[src/hdl/mattr_pkg.sv]
// attribute-select constants: control codes, field positions, masks and encodings
// assumes a single processor clock domain and 32-bit control register moves
package mattr_pkg;
    // control register move codes
    localparam logic [11:0] CODE_CACHE_CTRL = 12'h002;
    localparam logic [11:0] CODE_REGION_ZERO = 12'h004;
    localparam logic [11:0] CODE_REGION_ONE = 12'h005;
    // reset values
    localparam logic [31:0] CACHE_CTRL_RST = 32'h0000_0000;
    localparam logic [31:0] REGION_RST = 32'h0000_0000;
    // implemented bits; everything else is reserved, ignored on write, zero on read
    localparam logic [31:0] CACHE_CTRL_WMASK = 32'h9800_0723;
    localparam logic [31:0] REGION_WMASK = 32'hffff_e064;
    // cache control field positions
    localparam int ICACHE_ON_BIT = 31;
    localparam int BURST_ALLOW_BIT = 10;
    localparam int DEF_POLICY_BIT = 9;
    localparam int DEF_POSTED_BIT = 8;
    localparam int DEF_GUARD_BIT = 5;
    localparam int FILL_SEL_HI = 1;
    localparam int FILL_SEL_LO = 0;
    // region field positions
    localparam int BASE_HI = 31;
    localparam int BASE_LO = 24;
    localparam int MASK_HI = 23;
    localparam int MASK_LO = 16;
    localparam int ACTIVE_BIT = 15;
    localparam int PRIV_HI = 14;
    localparam int PRIV_LO = 13;
    localparam int REG_POLICY_BIT = 6;
    localparam int REG_POSTED_BIT = 5;
    localparam int REG_GUARD_BIT = 2;
    // privilege match encodings (1x matches any)
    localparam logic [1:0] PRIV_USER_ONLY = 2'b00;
    localparam logic [1:0] PRIV_SUPER_ONLY = 2'b01;
    // line fill size selector encodings and longword offsets
    localparam logic [1:0] FILL_SEL_LAST = 2'b00;
    localparam logic [1:0] FILL_SEL_UPPER = 2'b01;
    localparam logic [1:0] LW_OFS_TWO = 2'b10;
    localparam logic [1:0] LW_OFS_THREE = 2'b11;
    localparam int LW_OFS_HI = 3;
    localparam int LW_OFS_LO = 2;
    // sram region: 8 KB (2K x 32), base on an 8K boundary
    localparam int SRAM_BASE_LO = 13;
    localparam int SRAM_WORDS = 2048;
    // local write handshake states
    typedef enum logic [1:0] {
        WR_IDLE = 2'b01,
        WR_WAIT = 2'b10
    } wr_state_t;
endpackage

[src/hdl/region_match.sv]
// one address-region attribute register compare: base, mask, privilege, active
// assumes the reference address and privilege are stable while being evaluated
`timescale 1ns/1ps
module region_match (
    // region register contents
    input wire logic [31:0] region_i,
    // reference
    input wire logic [7:0] addr_hi_i,
    input wire logic supervisor_i,
    // result
    output logic hit_o
);
    import mattr_pkg::*;

    logic [7:0] base_bits;
    logic [7:0] mask_bits;
    logic [1:0] priv_sel;
    logic addr_ok;
    logic priv_ok;

    assign base_bits = region_i[BASE_HI:BASE_LO];
    assign mask_bits = region_i[MASK_HI:MASK_LO];
    assign priv_sel = region_i[PRIV_HI:PRIV_LO];

    assign addr_ok = ((base_bits ^ addr_hi_i) & ~mask_bits) == 8'h00;

    always_comb begin
        if (priv_sel == PRIV_USER_ONLY) begin
            priv_ok = !supervisor_i;
        end else if (priv_sel == PRIV_SUPER_ONLY) begin
            priv_ok = supervisor_i;
        end else begin
            priv_ok = 1'b1;
        end
    end

    assign hit_o = region_i[ACTIVE_BIT] && addr_ok && priv_ok;
endmodule

[src/hdl/fill_size.sv]
// external fetch size choice from the miss longword offset and the size selector
// assumes the offset is address bits 3:2 of the missing fetch
`timescale 1ns/1ps
module fill_size (
    // selector and offset
    input wire logic [1:0] sel_i,
    input wire logic [1:0] lw_ofs_i,
    // result: high asks for a whole line, low for one longword
    output logic line_o
);
    import mattr_pkg::*;

    // size table; top two settings always fetch a line
    always_comb begin
        if (sel_i == FILL_SEL_LAST) begin
            line_o = (lw_ofs_i != LW_OFS_THREE);
        end else if (sel_i == FILL_SEL_UPPER) begin
            line_o = (lw_ofs_i != LW_OFS_THREE) && (lw_ofs_i != LW_OFS_TWO);
        end else begin
            line_o = 1'b1;
        end
    end
endmodule

[src/hdl/memory_attribute_select.sv]
// memory attribute select: resolves cacheability, posting and write guard per reference
// assumes the core holds a reference until REF_READY_O and moves control registers itself
//
// Overview of operation
// - burst allow fills buffer for uncached fetches
// - uncached fill data never enters cache
// - default policy: 0 cacheable, 1 noncacheable
// - default unposted write waits for external completion
// - default posted write terminates at once
// - size selector picks line or longword fetch
// - matching region supplies attributes, else defaults
// - regions ignored for sram-mapped references
// - regions write-only, readable in debug halt
// - reset clears both regions completely
// - base compared with address bits 31:24
// - set mask bits ignore address bits
// - privilege field: user, supervisor, or any
// - region policy: 0 cacheable, 1 noncacheable
// - region posted bit ends writes at once
// - guarded writes outside sram end in access error
// - sram is 8 KB at 8K-aligned base
// - sram fetch data wins over cache
// - sram references never allocate into cache
// - no burst: uncached fetch longword, bypass buffer
`timescale 1ns/1ps
module memory_attribute_select (
    // clock and reset
    input wire logic CLK_SYS_I,
    input wire logic RSTN_I,
    // control register moves from the core
    input wire logic CREG_WR_I,
    input wire logic CREG_RD_I,
    input wire logic [11:0] CREG_CODE_I,
    input wire logic [31:0] CREG_WDATA_I,
    input wire logic DBG_HALT_I,
    output logic [31:0] CREG_RDATA_O,
    // sram placement, owned by the sram base register elsewhere
    input wire logic [31:mattr_pkg::SRAM_BASE_LO] SRAM_BASE_I,
    input wire logic SRAM_VALID_I,
    // reference from the core
    input wire logic REF_VALID_I,
    input wire logic [31:0] REF_ADDR_I,
    input wire logic REF_WRITE_I,
    input wire logic REF_IFETCH_I,
    input wire logic REF_SUPER_I,
    output logic REF_READY_O,
    // resolved attributes to cache and bus controller
    output logic ATTR_VALID_O,
    output logic CACHEABLE_O,
    output logic POSTED_O,
    output logic SRAM_SEL_O,
    output logic FILL_LINE_O,
    output logic FILL_BUF_O,
    output logic ALLOC_O,
    // local write termination
    input wire logic EXT_WR_DONE_I,
    output logic LB_WR_TERM_O,
    output logic LB_WR_ERR_O
);
    import mattr_pkg::*;

    logic [31:0] cache_ctrl_ff;
    logic [31:0] region0_ff;
    logic [31:0] region1_ff;
    wr_state_t state_ff;
    wr_state_t nxt_state;
    logic accept;
    logic sram_hit;
    logic hit0_raw;
    logic hit1_raw;
    logic hit0;
    logic hit1;
    logic eff_cacheable;
    logic eff_posted;
    logic eff_guard;
    logic size_line;
    logic icache_on;
    logic burst_allow;
    logic nxt_fill_line;
    logic nxt_fill_buf;
    logic nxt_alloc;
    logic wr_now;
    logic wr_err;

    assign accept = REF_VALID_I && REF_READY_O;
    assign icache_on = cache_ctrl_ff[ICACHE_ON_BIT];
    assign burst_allow = cache_ctrl_ff[BURST_ALLOW_BIT];

    // register writes; reserved bits are dropped so they read back as zero
    // reset clears regions
    always_ff @(posedge CLK_SYS_I) begin
        if (!RSTN_I) begin
            cache_ctrl_ff <= CACHE_CTRL_RST;
            region0_ff <= REGION_RST;
            region1_ff <= REGION_RST;
        end else if (CREG_WR_I) begin
            if (CREG_CODE_I == CODE_CACHE_CTRL) begin
                cache_ctrl_ff <= CREG_WDATA_I & CACHE_CTRL_WMASK;
            end else if (CREG_CODE_I == CODE_REGION_ZERO) begin
                region0_ff <= CREG_WDATA_I & REGION_WMASK;
            end else if (CREG_CODE_I == CODE_REGION_ONE) begin
                region1_ff <= CREG_WDATA_I & REGION_WMASK;
            end
        end
    end

    // reads only return contents in debug halt; normal reads see zero
    // debug-only readback
    always_ff @(posedge CLK_SYS_I) begin
        if (!RSTN_I) begin
            CREG_RDATA_O <= 32'h0000_0000;
        end else if (CREG_RD_I && DBG_HALT_I) begin
            if (CREG_CODE_I == CODE_CACHE_CTRL) begin
                CREG_RDATA_O <= cache_ctrl_ff;
            end else if (CREG_CODE_I == CODE_REGION_ZERO) begin
                CREG_RDATA_O <= region0_ff;
            end else if (CREG_CODE_I == CODE_REGION_ONE) begin
                CREG_RDATA_O <= region1_ff;
            end else begin
                CREG_RDATA_O <= 32'h0000_0000;
            end
        end else begin
            CREG_RDATA_O <= 32'h0000_0000;
        end
    end

    assign sram_hit = SRAM_VALID_I && (REF_ADDR_I[31:SRAM_BASE_LO] == SRAM_BASE_I);

    region_match u_region0 (
        .region_i(region0_ff),
        .addr_hi_i(REF_ADDR_I[BASE_HI:BASE_LO]),
        .supervisor_i(REF_SUPER_I),
        .hit_o(hit0_raw)
    );

    region_match u_region1 (
        .region_i(region1_ff),
        .addr_hi_i(REF_ADDR_I[BASE_HI:BASE_LO]),
        .supervisor_i(REF_SUPER_I),
        .hit_o(hit1_raw)
    );

    assign hit0 = hit0_raw && !sram_hit;
    assign hit1 = hit1_raw && !sram_hit;

    // attribute source: region zero, then region one, then the defaults
    // region priority
    always_comb begin
        if (hit0) begin
            eff_cacheable = !region0_ff[REG_POLICY_BIT];
            eff_posted = region0_ff[REG_POSTED_BIT];
            eff_guard = region0_ff[REG_GUARD_BIT];
        end else if (hit1) begin
            eff_cacheable = !region1_ff[REG_POLICY_BIT];
            eff_posted = region1_ff[REG_POSTED_BIT];
            eff_guard = region1_ff[REG_GUARD_BIT];
        end else begin
            eff_cacheable = !cache_ctrl_ff[DEF_POLICY_BIT];
            eff_posted = cache_ctrl_ff[DEF_POSTED_BIT];
            eff_guard = cache_ctrl_ff[DEF_GUARD_BIT];
        end
    end

    fill_size u_fill_size (
        .sel_i(cache_ctrl_ff[FILL_SEL_HI:FILL_SEL_LO]),
        .lw_ofs_i(REF_ADDR_I[LW_OFS_HI:LW_OFS_LO]),
        .line_o(size_line)
    );

    // fetch shaping; sram fetches are served locally and never go to fill or cache
    always_comb begin
        nxt_fill_line = 1'b0;
        nxt_fill_buf = 1'b0;
        nxt_alloc = 1'b0;
        if (REF_IFETCH_I && !REF_WRITE_I && !sram_hit && icache_on) begin
            if (eff_cacheable) begin
                nxt_fill_line = size_line;
                nxt_fill_buf = 1'b1;
                nxt_alloc = 1'b1;
            end else if (burst_allow) begin
                nxt_fill_line = size_line;
                nxt_fill_buf = 1'b1;
            end
        end
    end

    // attribute outputs, one cycle after the reference is taken
    always_ff @(posedge CLK_SYS_I) begin
        if (!RSTN_I) begin
            ATTR_VALID_O <= 1'b0;
            CACHEABLE_O <= 1'b0;
            POSTED_O <= 1'b0;
            SRAM_SEL_O <= 1'b0;
            FILL_LINE_O <= 1'b0;
            FILL_BUF_O <= 1'b0;
            ALLOC_O <= 1'b0;
        end else begin
            ATTR_VALID_O <= accept;
            // sram data is not cached, so cacheable reads low for it
            CACHEABLE_O <= accept && eff_cacheable && !sram_hit;
            POSTED_O <= accept && eff_posted && !sram_hit;
            SRAM_SEL_O <= accept && sram_hit;
            FILL_LINE_O <= accept && nxt_fill_line;
            FILL_BUF_O <= accept && nxt_fill_buf;
            ALLOC_O <= accept && nxt_alloc;
        end
    end

    // writes that end without waiting: guarded, posted, or sram-served
    // guard turns writes into errors, except for sram-served writes
    assign wr_err = REF_WRITE_I && !sram_hit && eff_guard;
    assign wr_now = REF_WRITE_I && (sram_hit || eff_guard || eff_posted);

    always_comb begin
        nxt_state = state_ff;
        case (state_ff)
            WR_IDLE: begin
                if (accept && REF_WRITE_I && !wr_now) begin
                    nxt_state = WR_WAIT;
                end
            end
            WR_WAIT: begin
                if (EXT_WR_DONE_I) begin
                    nxt_state = WR_IDLE;
                end
            end
            default: begin
                nxt_state = WR_IDLE;
            end
        endcase
    end

    always_ff @(posedge CLK_SYS_I) begin
        if (!RSTN_I) begin
            state_ff <= WR_IDLE;
        end else begin
            state_ff <= nxt_state;
        end
    end

    // ready drops while an unposted write waits; refs are not reordered past it
    always_ff @(posedge CLK_SYS_I) begin
        if (!RSTN_I) begin
            REF_READY_O <= 1'b0;
        end else begin
            REF_READY_O <= (nxt_state == WR_IDLE);
        end
    end

    always_ff @(posedge CLK_SYS_I) begin
        if (!RSTN_I) begin
            LB_WR_TERM_O <= 1'b0;
            LB_WR_ERR_O <= 1'b0;
        end else begin
            LB_WR_TERM_O <= (accept && wr_now) || ((state_ff == WR_WAIT) && EXT_WR_DONE_I);
            LB_WR_ERR_O <= accept && wr_err;
        end
    end

    chk_reset_clear: assert property (@(posedge CLK_SYS_I)
        !RSTN_I |=> (region0_ff == REGION_RST) && (region1_ff == REGION_RST))
        else $error("region registers not cleared by reset");

    chk_read_gated: assert property (@(posedge CLK_SYS_I) disable iff (!RSTN_I)
        CREG_RD_I && !DBG_HALT_I |=> CREG_RDATA_O == 32'h0000_0000)
        else $error("register read outside debug halt returned data");

    chk_no_alloc_nc: assert property (@(posedge CLK_SYS_I) disable iff (!RSTN_I)
        accept && REF_IFETCH_I && !eff_cacheable |=> !ALLOC_O)
        else $error("noncacheable fetch allocated into cache");

    chk_sram_alloc: assert property (@(posedge CLK_SYS_I) disable iff (!RSTN_I)
        accept && sram_hit |=> SRAM_SEL_O && !ALLOC_O && !FILL_BUF_O)
        else $error("sram reference reached cache fill");

    chk_guard_err: assert property (@(posedge CLK_SYS_I) disable iff (!RSTN_I)
        accept && REF_WRITE_I && !sram_hit && eff_guard |=> LB_WR_TERM_O && LB_WR_ERR_O)
        else $error("guarded write not ended with error");

    chk_posted_now: assert property (@(posedge CLK_SYS_I) disable iff (!RSTN_I)
        accept && REF_WRITE_I && !sram_hit && !eff_guard && eff_posted
        |=> LB_WR_TERM_O && !LB_WR_ERR_O && REF_READY_O)
        else $error("posted write not terminated at once");

    chk_hold_term: assert property (@(posedge CLK_SYS_I) disable iff (!RSTN_I)
        accept && REF_WRITE_I && !wr_now ##1 !EXT_WR_DONE_I |=> !LB_WR_TERM_O && !REF_READY_O)
        else $error("unposted write terminated before external completion");

    chk_burst_off: assert property (@(posedge CLK_SYS_I) disable iff (!RSTN_I)
        accept && REF_IFETCH_I && !sram_hit && !eff_cacheable && !burst_allow
        |=> !FILL_LINE_O && !FILL_BUF_O)
        else $error("uncached fetch used fill buffer without burst allow");

    chk_default_pol: assert property (@(posedge CLK_SYS_I) disable iff (!RSTN_I)
        accept && !sram_hit && !hit0 && !hit1
        |=> CACHEABLE_O == !$past(cache_ctrl_ff[DEF_POLICY_BIT]))
        else $error("default policy not applied");

    chk_region_pri: assert property (@(posedge CLK_SYS_I) disable iff (!RSTN_I)
        accept && hit0 |=> CACHEABLE_O == !$past(region0_ff[REG_POLICY_BIT]))
        else $error("region zero did not take precedence");
endmodule

[config.mk]
export PLATFORM = sky130hd
export DESIGN_NAME = memory_attribute_select
export DESIGN_NICKNAME = d
export VERILOG_FILES = /design/src/hdl/mattr_pkg.sv /design/src/hdl/region_match.sv /design/src/hdl/fill_size.sv /design/src/hdl/memory_attribute_select.sv
export SDC_FILE = /design/constraint.sdc
export NUM_CORES = 1
export LEC_CHECK = 0
export BUFFER_PORTS_ARGS = -buffer_cell sky130_fd_sc_hd__buf_2
export CORE_MARGIN = 8
export CORE_UTILIZATION = 45
export CTS_BUF_LIST = sky130_fd_sc_hd__clkbuf_16
export CTS_CLUSTER_DIAMETER = 100
export DETAILED_ROUTE_END_ITERATION = 10
export GPL_ROUTABILITY_DRIVEN = 1
export PLACE_DENSITY = 0.79
export SLEW_MARGIN = 20
export SYNTH_ARGS = -nofsm -noshare
export SYNTH_HDL_FRONTEND = slang
export SYNTH_HIERARCHICAL = 1
export SYNTH_SLANG_ARGS = --single-unit
[constraint.sdc]
create_clock -name CLK_SYS_I -period 3.35 [get_ports CLK_SYS_I]
set_input_delay 0.1675 -clock CLK_SYS_I [delete_from_list [all_inputs] [get_ports CLK_SYS_I]]
set_output_delay 0.1675 -clock CLK_SYS_I [all_outputs]
set_load 0.005 [all_outputs]
==> flow_summary.ini, run 1 <==
[outcome]
outcome = finished, final reports clean

[global_route]
grt_overflow_total = 0
grt_pass1_wl_um = 17600
first_global_vias = 3643
grtUsageTotal_pct = 17.4
grt_max_degree = 60
antenna_found_initial = 2

[timing]
fin_hold_ws_ns = 0.0826
finalMaxSlewViolations = 0
slew_headroom_pct = 62.1
fin_skew_ns = 0.00820
rsz0062_at_grt = no
fmax_mhz = 381
fin_tns_setup_ns = 0
worst_pin_slew_ns = 0.567
fin_crit_ns = 2.63
timing.final.crit_share_pct = 78.4
setup_viol = 0
hold_viol = 0

[final_layout]
final_nets = 658
fillers = 742
utilization_pct = 58.1
syn2layout_area_growth_pct = 25.8
drive_above_1_share_pct = 27.9
fin_cells = 664

[routing]
wirelength_um = 10900
routed_via_density = 5.22
drc = 0
initialDrtViolationCount = 232
final_antenna_net_count = 0
dr.pass1.iters = 4
wl_per_cell_um = 16.5
vias = 3464

[worst_setup_path]
rr_startpoint = region1_ff[26]
cp.arrival_ns = 2.89
criticalPathCategory = reg2reg
path_max_fanout = 3
crit_path_end_kind = register
worst_setup_path_start_kind = register
crit_required_ns = 3.61
r2r-end = state_ff[1]
reg2reg_depth = 10
crit_end = state_ff[1]
crit_start = region1_ff[26]
rrSetupSlack_ns = 0.72

[power_and_ir_drop]
ir_drop_v = 0.000268
seqPwrFrac_pct = 44.3
power.internal_mw = 1.96
leakage_nw = 2.22
power.density_mw_per_mm2 = 498
swShare_pct = 22.5
switchingPower_mw = 0.567
p_clk_share_pct = 46.6
finalPower_mw = 2.53
p_comb_share_pct = 9.1

[synthesis]
ys.flop_type = dfxtp_1
yosysMostFrequentCell = dfxtp_1
yosys_warnings = 6
synth_area_leaders = dfxtp_1, mux2i_1, xnor2_1
synth_cell_types = 44
ys_ff_latch = 92
syn_area_per_cell_um2 = 9.41
synthCells = 428
netlist_area_mm2 = 0.00403
seq_area_frac_synth_pct = 45.7
synth_area_leader_cell = dfxtp_1
synth_edf_count = 0
ys_async_sr_fraction_pct = 0
synthTopCellsByCount = dfxtp_1, nand2_1, mux2i_1, nor2b_1, nor2_1
synth_top_area_share_pct = 45.7

[cts]
cts_tree = done
cts-buffers-inserted = 9
cts_max_path_buffers = 2
cts-root-buf = clkbuf_16
post_cts_buffers = 0
cts_hold_buf = 0
cts_sinks = 92
cts-htree-levels = 3
cts-resized-gates = 0
clk_pin_slew_worst_paths_ns = 0.07
clk-insertion-delay-late_ns = 0.34

[floorplan]
dieArea_mm2 = 0.0122
die_height_um = 111
initial_core_util_pct = 46.2
die_w_um = 111
coreArea_mm2 = 0.00872
num_rows = 34
io_pins = 148

[min_path]
min_path_type = in2reg
min_path_cells = 3

[placement]
dp_hpwl_um = 8080
gp_congestion = 0.805
placed_cells = 647
port-buffer-count = 126

[job]
max-cap-violations = 0
[metrics by stage]
step           worst slack (ns)  cell area (µm²)
4_1_cts                   0.744             5060
5_1_grt                   0.572             5060
2_1_floorplan              1.14             4040
6_report                  0.723             5070
3_5_place_dp              0.772             4720
3_3_place_gp              0.806             4720
[sequential cells by signal, summed over array words and instances, names as in the netlist, 2 cells and up]
| register | count |
|---|---|
| CREG_RDATA_O | 27 |
| cache_ctrl_ff | 9 |
| state_ff | 2 |
| region1_ff | 22 |
| region0_ff | 22 |
[power groups by stage]
stage | Clock, mW | Sequential, mW | Combinational (mW)
final | 1.18 | 1.12 | 0.230
after global routing | 1.23 | 1.12 | 0.257
after CTS | 1.18 | 1.12 | 0.231
after detailed placement | 0 | 1.14 | 0.230
after global placement | 0 | 1.14 | 0.221
after floorplan | 0 | 1.14 | 0.129
[worst max-delay path, cell delays in order, from the launching register on]
cell and delay [ns]:
dfxtp_1 0.33, xnor2_1 0.22, o22ai_1 0.12, or3_1 0.38
nor3_2 0.36, mux2i_1 0.24, nor2_1 0.05, a21oi_1 0.22
nand2_1 0.14, o31a_1 0.31, nor3b_1 0.17
[how the worst min path moves through the flow]
| stage | from | endpoint | slack, ns |
|---|---|---|---|
| global placement | CREG_WDATA_I[25] | region0_ff[25] | 0.42 |
| detailed placement | CREG_WDATA_I[25] | region0_ff[25] | 0.43 |
| global route | CREG_WDATA_I[26] | region0_ff[26] | 0.09 |
| CTS | CREG_WDATA_I[25] | region0_ff[25] | 0.08 |
| finish | CREG_WDATA_I[26] | region0_ff[26] | 0.08 |
| floorplan | EXT_WR_DONE_I | LB_WR_TERM_O | 0.30 |
[cells by family after synthesis]
logic type                 Yosys count  share of synthesized area [%]
AOI/OAI and AO/OA                   71                           12.3
buffers and inverters               32                           4.35
other                                1                         0.0931
and+or+nand+nor                    159                           20.4
muxes                               34                           8.45
xor gates and xnor gates            37                           8.05
DFF                                 92                           45.7
adders and majority gates            2                          0.621
[cell type report]
class                   count  area (µm²)  area share (%)
diodes                      1        2.50          0.0494
flip-flops and latches     92        1840            36.4
repair buffers            133         683            13.5
clock inverters             7         123            2.42
inverters                   6        22.5           0.445
well taps                 108         135            2.67
clock buffers               9         225            4.45
multi-input cells         308        2030            40.1
[cells in the final DEF, fill, tap and decap left out, types with 3 or more instances in the layout]
cell and n:
inv_1 6, bufinv_16 3, nand4_1 3, clkbuf_16 9
nor4b_1 3, nand2_1 53, a21oi_1 5, xor2_1 12
a22oi_1 22, dfxtp_1 92, conb_1 5, mux2i_1 34
a21boi_0 19, a21boi_1 3, and2_1 5, buf_4 7
nor3_1 4, buf_2 126, o22ai_1 8, nor4_1 6
nor2b_1 32, nor2_1 29, nand3_1 6, and3_1 3
o21ai_0 8, xnor2_1 25
[layer usage]
layer	share of wire (%)	vias to the layer above	GRT usage [%]
li1	-	1699	-
met1	42	1605	20.6
met2	48	138	29.1
met3	7.6	18	4.49
met4	1.5	4	7.03
met5	0.16	-	0
(Power assumes the default switching activity.)
==> run 2, diff against run 1 <==
==> constraint.sdc (replaced) <==
create_clock -name CLK_SYS_I -period 2.5 [get_ports CLK_SYS_I]
set_input_delay 0.125 -clock CLK_SYS_I [delete_from_list [all_inputs] [get_ports CLK_SYS_I]]
set_output_delay 0.125 -clock CLK_SYS_I [all_outputs]
set_load 0.005 [all_outputs]
==> run 2 against run 1 <==
Core utilization barely moved. Maximum frequency up 8.9%. Largest power group is now sequential cells. Die area is the same. Count of clock-buffer cells in the layout stayed put. Sequential cell count unchanged. Final cell count grew 0.60%. Design area about the same. Clock skew shrank 0.0015 ns. First-iteration DRC count shrank 21%. Critical path depth did not move. Sequential power up 34%. Non-clock buffer count increased by 5.
==> flow_summary.ini, run 2 (synthesized netlist as in run 1, its figures left out) <==
[final_layout]
final_nets = 663
drive_above_1_share_pct = 29.3
final_cell_mix = buf_2, dfxtp_1, nand2_1
seq_area_mm2 = 0.00185
multi_input_area_mm2 = 0.00207
diodes = 0
largest-register = CREG_RDATA_O
largest_reg_flops = 27
fillers = 762
final_common_cell = buf_2
top_regs = CREG_RDATA_O: 27 flops, region0_ff: 22 flops, region1_ff: 22 flops
syn2layout_area_growth_pct = 25.8

[worst_setup_path]
cp.arrival_ns = 2.67
criticalPathCategory = reg2reg
cpPeakStageDelay_ns = 0.37
crit_chain = xnor2_1 > o22ai_1 > or3_1 > nor3_4 > mux2i_1 > nor2_1 > a21oi_2 > nand2_1 > o31a_1 > nor3b_1
rrSetupSlack_ns = 0.09
worst_setup_path_start_kind = register
crit_slowest_cell = or3_1
rr_startpoint = region1_ff[24]
crit_path_end_kind = register
crit_required_ns = 2.76
crit_start = region1_ff[24]
cp_top_family = simple AND/OR/NAND/NOR gates
critical_path_buf_inv_count = 0
path_max_fanout = 3

[global_route]
grt_overflow_total = 0
grt_pass1_wl_um = 17500
grt_max_degree = 59
first_global_vias = 3642
grtUsageTotal_pct = 17.4
antenna_found_initial = 0

[routing]
wl_per_cell_um = 16.3
routed_via_density = 5.23
wl_met3_um = 715
drc = 0
wl_met1_um = 4620
initialDrtViolationCount = 184
final_antenna_net_count = 0
vias = 3492
met2WireLength_um = 5390
wirelength_um = 10900
top_layer = met4
dr.pass1.iters = 4

[timing]
finalMaxSlewViolations = 0
fin_skew_ns = 0.00669
fin_tns_setup_ns = 0
fin_hold_ws_ns = 0.0382
timing.final.crit_share_pct = 96.5
fin_crit_ns = 2.41
slew_headroom_pct = 62.5
setup_viol = 0
hold_viol = 0
worst_pin_slew_ns = 0.563
fmax_mhz = 415

[floorplan]
dieArea_mm2 = 0.0122
io_pins = 148
coreArea_mm2 = 0.00872
initial_core_util_pct = 46.2
die_w_um = 111
die_height_um = 111
num_rows = 34

[cts]
cts-root-buf = clkbuf_16
clk_pin_slew_worst_paths_ns = 0.06
cts_tree = done
cts_max_path_buffers = 2
clk-insertion-delay-late_ns = 0.34
cts-buffers-inserted = 9
cts-htree-levels = 3
cts_sinks = 92
cts_hold_buf = 0

[job]
max-cap-violations = 0

[power_and_ir_drop]
leakage_nw = 2.25
power.density_mw_per_mm2 = 595
ir_drop_v = 0.000462

[placement]
port-buffer-count = 126
dp_hpwl_um = 8330
gp_congestion = 0.840

[outcome]
outcome = finished, final reports clean

[min_path]
hold_path_startpoint = CREG_WDATA_I[26]
min_path_type = in2reg
## run 2: changes by cell type in the layout (fill, tap and decap cells not counted), moves of 2 or more
cell	before	now
dfxtp_1	92	89
a21oi_2	0	3
buf_4	7	11
xnor2_1	25	23
dfxtp_2	0	3
xnor2_2	0	2
inv_1	6	9
bufinv_16	3	0
a21oi_1	5	2
clkinv_4	0	2
## run 2: report_power, final
group	switching [mW]	internal, mW
clock	0.545	0.661
sequential	0.0130	1.49
combinational	0.158	0.153
## run 2: final timing paths
check / endpoint / depth (start not counted)
worst max-delay path: state_ff[1] / 10
worst min register to register: CREG_RDATA_O[27] / 2
worst max register to register: state_ff[1] / 10
worst min-delay path: region0_ff[26] / 3
## run 2: cell type report
cell class / count / share of cell area (%)
tap: 108 / 2.67
timing repair buffer: 138 / 14.5
inverter: 6 / 0.445
multi-input combinational: 308 / 40.8
sequential: 92 / 36.4
clock buffer: 9 / 4.45
clock inverter: 7 / 0.741
## run 2: worst min-delay path, stage by stage
cell and delay (ns):
buf_2 0.10, nand2_1 0.05, a21boi_1 0.05
## run 2: repair_timing
action	CTS	global route
pin swaps	1	2
endpoints found under the setup margin	1	2
setup buffers	0	2
gates resized for setup	1	8
hold endpoints to repair	0	0
## run 2: metrics by stage
stage	instance area [µm²]	total power [mW]	util (%)	cells	setup WS, ns
finish	5060	3.02	58.1	668	0.0882
floorplan	4040	1.70	-	432	0.295
global route	5060	3.14	58.1	668	-0.0460
global placement	4750	1.83	54.5	650	0.0619
detailed placement	4750	1.84	54.5	650	-0.0418
CTS	5020	3.03	57.6	666	0.0469
## run 2: metal layers
metal / GRT usage [%] / vias to the layer above
li1: - / 1710
met1: 19.5 / 1636
met2: 29.8 / 132
met3: 4.87 / 14
met4: 7.48 / 0
met5: 0 / -
